**src/hw/seoc_pkg.sv**
```systemverilog
package seoc_pkg;
  // ==========================================
  // Sizes
  localparam int NUM_PINS = 12;
  localparam int NUM_CHAN = 16;
  localparam int PAGE_W = 4;
  localparam int CFG_W = 32;

  // ==========================================
  // Register map
  localparam logic [7:0] CMD_OUT_CFG = 8'hD2;
  localparam logic [31:0] CFG_RESET = 32'h0000_0002;
  localparam logic [31:0] CFG_WR_MASK = 32'hFFFF_00C7;

  // ==========================================
  // Field positions
  localparam int MASK_LSB = 16;
  localparam int DRIVE_BIT = 7;
  localparam int POL_BIT = 6;
  localparam int FUNC_LSB = 0;

  // ==========================================
  // Special-function pages
  localparam logic [PAGE_W-1:0] PAGE_FAULT = 4'hA;
  localparam logic [PAGE_W-1:0] PAGE_LINK = 4'hB;

  typedef enum logic [2:0] {
    FN_SUPPLY = 3'b000,
    FN_FORCE_ON = 3'b001,
    FN_FORCE_OFF = 3'b010,
    FN_AND = 3'b011,
    FN_OR = 3'b100,
    FN_SPECIAL = 3'b101,
    FN_RSVD0 = 3'b110,
    FN_RSVD1 = 3'b111
  } seoc_func_t;

  typedef struct packed {
    logic [15:0] chan_mask;
    logic [7:0] zero_hi;
    logic drive_type_bit;
    logic polarity_bit;
    logic [2:0] zero_lo;
    seoc_func_t func;
  } seoc_cfg_t;

  typedef struct packed {
    logic out;
    logic oe;
  } seoc_pin_t;
endpackage

```
**src/hw/seoc_func_sel.sv**
```systemverilog
`timescale 1ns/1ns
module seoc_func_sel #(
  parameter logic [3:0] PAGE = 4'h0
) (
  input wire seoc_pkg::seoc_cfg_t cfg,
  input wire logic sequencer_en,
  input wire logic [15:0] and_src,
  input wire logic [15:0] alarm,
  input wire logic special_in,
  output logic asserted
);
  // ==========================================
  // Function selection, before polarity
  always_comb begin
    unique case (cfg.func)
      seoc_pkg::FN_SUPPLY: asserted = sequencer_en;
      seoc_pkg::FN_FORCE_ON: asserted = 1'b1;
      seoc_pkg::FN_FORCE_OFF: asserted = 1'b0;
      // Mask excludes channels by forcing their term true
      seoc_pkg::FN_AND: asserted = &(and_src | ~cfg.chan_mask);
      seoc_pkg::FN_OR: asserted = |(alarm & cfg.chan_mask);
      seoc_pkg::FN_SPECIAL:
        asserted = ((PAGE == seoc_pkg::PAGE_FAULT) || (PAGE == seoc_pkg::PAGE_LINK)) ?
                   special_in : 1'b0;
      default: asserted = 1'b0;
    endcase
  end
endmodule // seoc_func_sel

```
**src/hw/seoc_pin_drv.sv**
```systemverilog
`timescale 1ns/1ns
module seoc_pin_drv (
  input wire logic asserted,
  input wire logic polarity_bit,
  input wire logic drive_type_bit,
  output seoc_pkg::seoc_pin_t pin
);
  logic level;
  // ==========================================
  // Polarity and drive after selection
  always_comb begin
    level = polarity_bit ? asserted : ~asserted;
    pin.out = drive_type_bit ? 1'b0 : level;
    pin.oe = drive_type_bit ? ~level : 1'b1;
  end
endmodule // seoc_pin_drv

```
**src/hw/seoc_top.sv**
```systemverilog
// Notes on behaviour
// Twelve output pins 0..11, each with its own config chosen by page.
// Function 000 follows the sequencer enable for that channel.
// Function 001 holds the output asserted.
// Function 010 holds the output deasserted.
// Function 011 asserts when every masked-in power-good or general input is set.
// Function 100 asserts when any masked-in alarm is active.
// Channel N is controlled by mask bit N plus 16.
// Mask bits matter only in functions 011 and 100.
// Function 101 is special on pages 10 and 11; 110 and 111 reserved.
// Bit 7 picks push-pull at 0 or open-drain at 1.
// Bit 6 picks asserted-low at 0 or asserted-high at 1.
// Bits 15:8 and 5:3 always read as zero.
// Host sets channel select to 10h when using supply-enable mode.
// Host avoids rewriting the config while supplies run.
// Polarity and drive type apply after function selection in all modes.
`timescale 1ns/1ns
module seoc_top (
  input wire logic sys_clk,
  input wire logic sys_rst,
  input wire logic [3:0] page,
  input wire logic [7:0] cmd_code,
  input wire logic cmd_wr,
  input wire logic [31:0] cmd_wdata,
  output logic [31:0] cmd_rdata,
  input wire logic [11:0] sequencer_enable,
  input wire logic [15:0] power_good,
  input wire logic [15:0] general_input,
  input wire logic [15:0] src_sel,
  input wire logic [15:0] chan_alarm,
  input wire logic fault_line_two_in,
  input wire logic ordering_link_line_in,
  output logic [11:0] supply_enable_output,
  output logic [11:0] supply_enable_output_oe
);
  // ==========================================
  // Pin input synchronisers
  logic [63:0] sync1_reg, sync1_next, sync2_reg, sync2_next;
  logic [1:0] ssync1_reg, ssync1_next, ssync2_reg, ssync2_next;
  always_comb begin
    sync1_next = {power_good, general_input, src_sel, chan_alarm};
    sync2_next = sync1_reg;
    ssync1_next = {fault_line_two_in, ordering_link_line_in};
    ssync2_next = ssync1_reg;
  end
  always_ff @(posedge sys_clk or posedge sys_rst) begin
    if (sys_rst) begin
      sync1_reg <= 64'h0;
      sync2_reg <= 64'h0;
      ssync1_reg <= 2'h0;
      ssync2_reg <= 2'h0;
    end else begin
      sync1_reg <= sync1_next;
      sync2_reg <= sync2_next;
      ssync1_reg <= ssync1_next;
      ssync2_reg <= ssync2_next;
    end
  end
  logic [15:0] pwr_s, gi_s, sel_s, al_s, and_src;
  assign pwr_s = sync2_reg[63:48];
  assign gi_s = sync2_reg[47:32];
  assign sel_s = sync2_reg[31:16];
  assign al_s = sync2_reg[15:0];
  // Per channel, the input source chosen by a strap-like select
  assign and_src = (pwr_s & ~sel_s) | (gi_s & sel_s);

  // ==========================================
  // Configuration, one copy per page 0..11
  logic [31:0] cfg_reg [seoc_pkg::NUM_PINS];
  logic [31:0] cfg_next [seoc_pkg::NUM_PINS];
  logic page_ok;
  assign page_ok = page < 4'(seoc_pkg::NUM_PINS);
  always_comb begin
    for (int i = 0; i < seoc_pkg::NUM_PINS; i++) begin
      cfg_next[i] = cfg_reg[i];
      if (cmd_wr && cmd_code == seoc_pkg::CMD_OUT_CFG && page_ok && page == 4'(i)) begin
        cfg_next[i] = cmd_wdata & seoc_pkg::CFG_WR_MASK;
      end
    end
  end
  always_ff @(posedge sys_clk or posedge sys_rst) begin
    if (sys_rst) begin
      for (int i = 0; i < seoc_pkg::NUM_PINS; i++) begin
        cfg_reg[i] <= seoc_pkg::CFG_RESET;
      end
    end else begin
      for (int i = 0; i < seoc_pkg::NUM_PINS; i++) begin
        cfg_reg[i] <= cfg_next[i];
      end
    end
  end

  // ==========================================
  // Read-back, registered; unknown command or page reads zero
  logic [31:0] rdata_reg, rdata_next;
  always_comb begin
    rdata_next = 32'h0;
    if (cmd_code == seoc_pkg::CMD_OUT_CFG && page_ok) begin
      rdata_next = cfg_reg[page] & seoc_pkg::CFG_WR_MASK;
    end
  end
  always_ff @(posedge sys_clk or posedge sys_rst) begin
    if (sys_rst) begin
      rdata_reg <= 32'h0;
    end else begin
      rdata_reg <= rdata_next;
    end
  end
  assign cmd_rdata = rdata_reg;

  // ==========================================
  // Per-pin selection and drive
  logic [11:0] out_reg, out_next, oe_reg, oe_next;
  genvar g;
  generate
    for (g = 0; g < seoc_pkg::NUM_PINS; g++) begin : g_pin
      logic asrt;
      seoc_pkg::seoc_pin_t pin;
      logic spec;
      assign spec = (4'(g) == seoc_pkg::PAGE_FAULT) ? ssync2_reg[1] : ssync2_reg[0];
      seoc_func_sel #(.PAGE(4'(g))) u_sel (
        .cfg(seoc_pkg::seoc_cfg_t'(cfg_reg[g])),
        .sequencer_en(sequencer_enable[g]),
        .and_src(and_src),
        .alarm(al_s),
        .special_in(spec),
        .asserted(asrt)
      );
      seoc_pin_drv u_drv (
        .asserted(asrt),
        .polarity_bit(cfg_reg[g][seoc_pkg::POL_BIT]),
        .drive_type_bit(cfg_reg[g][seoc_pkg::DRIVE_BIT]),
        .pin(pin)
      );
      assign out_next[g] = pin.out;
      assign oe_next[g] = pin.oe;
    end
  endgenerate
  // Registered so the pins never glitch on input skew
  always_ff @(posedge sys_clk or posedge sys_rst) begin
    if (sys_rst) begin
      out_reg <= 12'h000;
      oe_reg <= 12'h000;
    end else begin
      out_reg <= out_next;
      oe_reg <= oe_next;
    end
  end
  assign supply_enable_output = out_reg;
  assign supply_enable_output_oe = oe_reg;
endmodule // seoc_top

```
**config.mk**
```make
export PLATFORM = sky130hd
export DESIGN_NAME = seoc_top
export DESIGN_NICKNAME = d
export VERILOG_FILES = /design/src/hw/seoc_pkg.sv /design/src/hw/seoc_func_sel.sv /design/src/hw/seoc_pin_drv.sv /design/src/hw/seoc_top.sv
export SDC_FILE = /design/constraint.sdc
export NUM_CORES = 1
export LEC_CHECK = 0
export BUFFER_PORTS_ARGS = -buffer_cell sky130_fd_sc_hd__buf_2
export CAP_MARGIN = 20
export CORE_ASPECT_RATIO = 0.7
export CORE_MARGIN = 10
export CORE_UTILIZATION = 30
export CTS_CLUSTER_SIZE = 30
export DETAILED_ROUTE_END_ITERATION = 8
export PLACE_DENSITY = 0.51
export RECOVER_POWER = 50
export SLEW_MARGIN = 20
export SYNTH_ARGS = -nofsm -noshare
export SYNTH_HDL_FRONTEND = slang
export SYNTH_SLANG_ARGS = --single-unit
export TNS_END_PERCENT = 100
```
**constraint.sdc**
```tcl
create_clock -name sys_clk -period 14.9 [get_ports sys_clk]
set_input_delay 3.725 -clock sys_clk [delete_from_list [all_inputs] [get_ports sys_clk]]
set_output_delay 3.725 -clock sys_clk [all_outputs]
set_load 0.02 [all_outputs]
```
==> results.sh <==
export IMPL_outcome="complete, but fails checks"
export IMPL_violations="max-capacitance violations, max-slew violations"
export IMPL_swShare_pct=24.36
export IMPL_hold_depth=0
export IMPL_layout_common_cells="dfrtp_1 (417), mux2_2 (269), buf_2 (101)"
export IMPL_post_cts_setup_buffers=0
export IMPL_hold_violations=0
export IMPL_cp_common_cell="clkbuf_1"
export IMPL_r2r_setup_slack_ns=12.10
export IMPL_areaGrowthSynthToFinish_pct=15.54
export IMPL_grt_pass1_vias=13795
export IMPL_cp_cell_sequence="clkbuf_1 -> clkbuf_1 -> nand2_1 -> nor2_1 -> mux2_2"
export IMPL_criticalPathCategory="in -> reg"
export IMPL_power_frac_comb_pct=5.4
export IMPL_worst_slew_pin_slew_ns=3.220
export IMPL_final_common_cell="dfrtp_1"
export IMPL_r2r_end="supply_enable_output_oe[8]"
export IMPL_vias_per_cell=5.640
export IMPL_grt_max_degree=170
export IMPL_synth_edff_count=0
export IMPL_slew_viol_final=164
export IMPL_path_clk_slew_ns=0.06
export IMPL_power_w=0.002512
export IMPL_startpoint_type="input port"
export IMPL_cp_end_kind="flop"
export IMPL_drv_cap=5
export IMPL_syn_area_per_cell_um2=13.93
export IMPL_drive_above_1_share_pct=36.23
export IMPL_min_to="sync2_reg[21]"
export IMPL_dr_pass1_iters=6
export IMPL_holdWs_ns=0.3412
export IMPL_grt_usage_pct=17.81
export IMPL_syn_inst=1373
export IMPL_drc=0
export IMPL_stdcell_count=2361
export IMPL_power_internal_w=0.001900
export IMPL_clkLatencyLatePin_ns=0.60
export IMPL_die_w_um=321.8
export IMPL_cts_htree_levels=2
export IMPL_async_flop_share_pct=100.0
export IMPL_cts_hold_buf=0
export IMPL_finalCritPeriodShare_pct=60.89
export IMPL_num_antenna_cells=0
export IMPL_maxClockFrequency_mhz=110.2
export IMPL_tns_ns=0
export IMPL_synth_seq_cells=429
export IMPL_dieArea_um2=74420
export IMPL_clkPwrFrac_pct=46.3
export IMPL_p_seq_share_pct=48.2
export IMPL_grt_pass1_wl_um=97950
export IMPL_wl_per_cell_um=28.60
export IMPL_vias=13315
export IMPL_gp_congestion=0.8920
export IMPL_die_y_um=231.3
export IMPL_pin_count=181
export IMPL_detailedRoute_firstIterationViolations=1468
export IMPL_dpl_cell_count=2284
export IMPL_cts_tree="yes"
export IMPL_nets=1627
export IMPL_finalSetupViolCount=0
export IMPL_relSlewSlack_pct=-114.7
export IMPL_ir_worst_vdd_mv=0.06533
export IMPL_post_dp_cell_area_um2=20710
export IMPL_hp_class="reg -> reg"
export IMPL_synth_cell_types=43
export IMPL_ant_nets=0
export IMPL_cts_made_buffers=45
export IMPL_reg2reg_from="sync2_reg[23]"
export IMPL_critPathArrivalTime_ns=9.54
export IMPL_critPathMaxStageDelay_ns=2.23
export IMPL_clockBufferDepth=3
export IMPL_routed_wl_um=67530
export IMPL_dp_hpwl_um=48210
export IMPL_cts_root_buffer="clkbuf_16"
export IMPL_rows=77
export IMPL_ys_seq_area_share_pct=56.20
export IMPL_finish_instance_area_um2=22100
export IMPL_reg2reg_depth=7
export IMPL_min_delay_start="sync1_reg[21]"
export IMPL_crit_path_top_delay_cell="clkbuf_1"
export IMPL_io_buffers=158
export IMPL_gr_total_overflow=0
export IMPL_cts_resized_gates=0
export IMPL_antenna_found_initial=0
export IMPL_core_area_um2=63100
export IMPL_crit_required_ns=15.37
export IMPL_period_minus_slack_ns=9.072
export IMPL_syn_area_um2=19130
export IMPL_p_per_area_nw_per_um2=113.7
export IMPL_rsz0062_at_grt="no"
export IMPL_fillers=6119
export IMPL_clock_sinks=429
export IMPL_initial_core_util_pct=30.31
export IMPL_p_leak_nw=9.766
export IMPL_yosys_warnings=0
export IMPL_power_switching_w=0.0006118
export IMPL_critPathLaunch="page[1]"
export IMPL_largest_register_ffs=252
export IMPL_critPathMaxFanout=45
export IMPL_synthFlopType="dfrtp_1"
export IMPL_finClkSkew_ns=0.02187
## critical path: cells and delay by family
kind | cells | cell delay (ns)
buffers and inverters | 2 | 3.63
multiplexers | 1 | 0.46
AND/OR/NAND/NOR | 2 | 1.65
## layer usage
metal / up-vias / wire length, µm / track usage (%)
li1: 5452 / - / -
met5: - / 0 / 0
met4: 0 / 1957 / 5.721
met2: 659 / 29440 / 26.31
met3: 154 / 5603 / 4.048
met1: 7050 / 30530 / 25.52
## cells by family after synthesis
logic type      synth area share [%]
mux                            25.43
compound gates                 9.989
flops                          56.20
simple gates                   5.286
other cells                  0.01961
buf+inv                        3.074
## cell usage after synthesis, types with 9 or more instances
cell	instances	area, µm²
dfstp_2	12	315.3
a221oi_1	55	481.7
a22o_1	59	516.8
nor2b_1	18	112.6
dfrtp_1	417	10440
inv_1	9	33.78
a21oi_1	29	145.1
clkbuf_1	45	168.9
a22oi_1	56	420.4
a211oi_1	10	75.07
buf_2	56	280.3
mux4_2	63	1419
mux2i_1	37	370.4
nand2_1	43	161.4
buf_4	11	82.58
mux2_2	271	3052
nand2b_1	14	87.58
nand4_1	21	131.4
nor2_1	74	277.8
nand3_1	10	50.05
## power by group through the flow
| stage | clock [W] | combinational, W | sequential [W] |
|---|---|---|---|
| finish | 0.00116 | 0.000137 | 0.00121 |
| global route | 0.00124 | 0.000146 | 0.00121 |
| CTS | 0.00120 | 0.000137 | 0.00121 |
| detailed placement | 0 | 0.000137 | 0.00123 |
| global placement | 0 | 0.000135 | 0.00123 |
| floorplan | 0 | 0.0000773 | 0.00122 |
## worst max path at each step
stage / end / slack, ns / depth (start not counted)
6_report: cfg_reg[156] / 5.83 / 5
5_1_grt: cfg_reg[155] / 5.59 / 5
4_1_cts: cfg_reg[370] / 8.59 / 5
3_5_place_dp: cfg_reg[352] / 7.95 / 5
3_3_place_gp: cfg_reg[31] / 8.07 / 4
2_1_floorplan: cfg_reg[0] / 5.39 / 1
## metrics by stage
stage                     util [%]  setup WS [ns]
after floorplan                  -          5.393
after global placement       32.81          8.069
after detailed placement     32.82          7.953
after CTS                    35.18          8.585
after global routing         35.02          5.587
final                        35.02          5.828
## cell type report
class	instances	area, µm²	area share, %
Multi-Input combinational cell	831	7840	35.48
Clock buffer	58	1245	5.634
Timing Repair Buffer	186	947.2	4.286
Clock inverter	19	244.0	1.104
Inverter	9	35.03	0.1585
Sequential cell	429	10750	48.65
Tap cell	829	1037	4.694
Note: power is estimated with default switching activity, not from simulation.
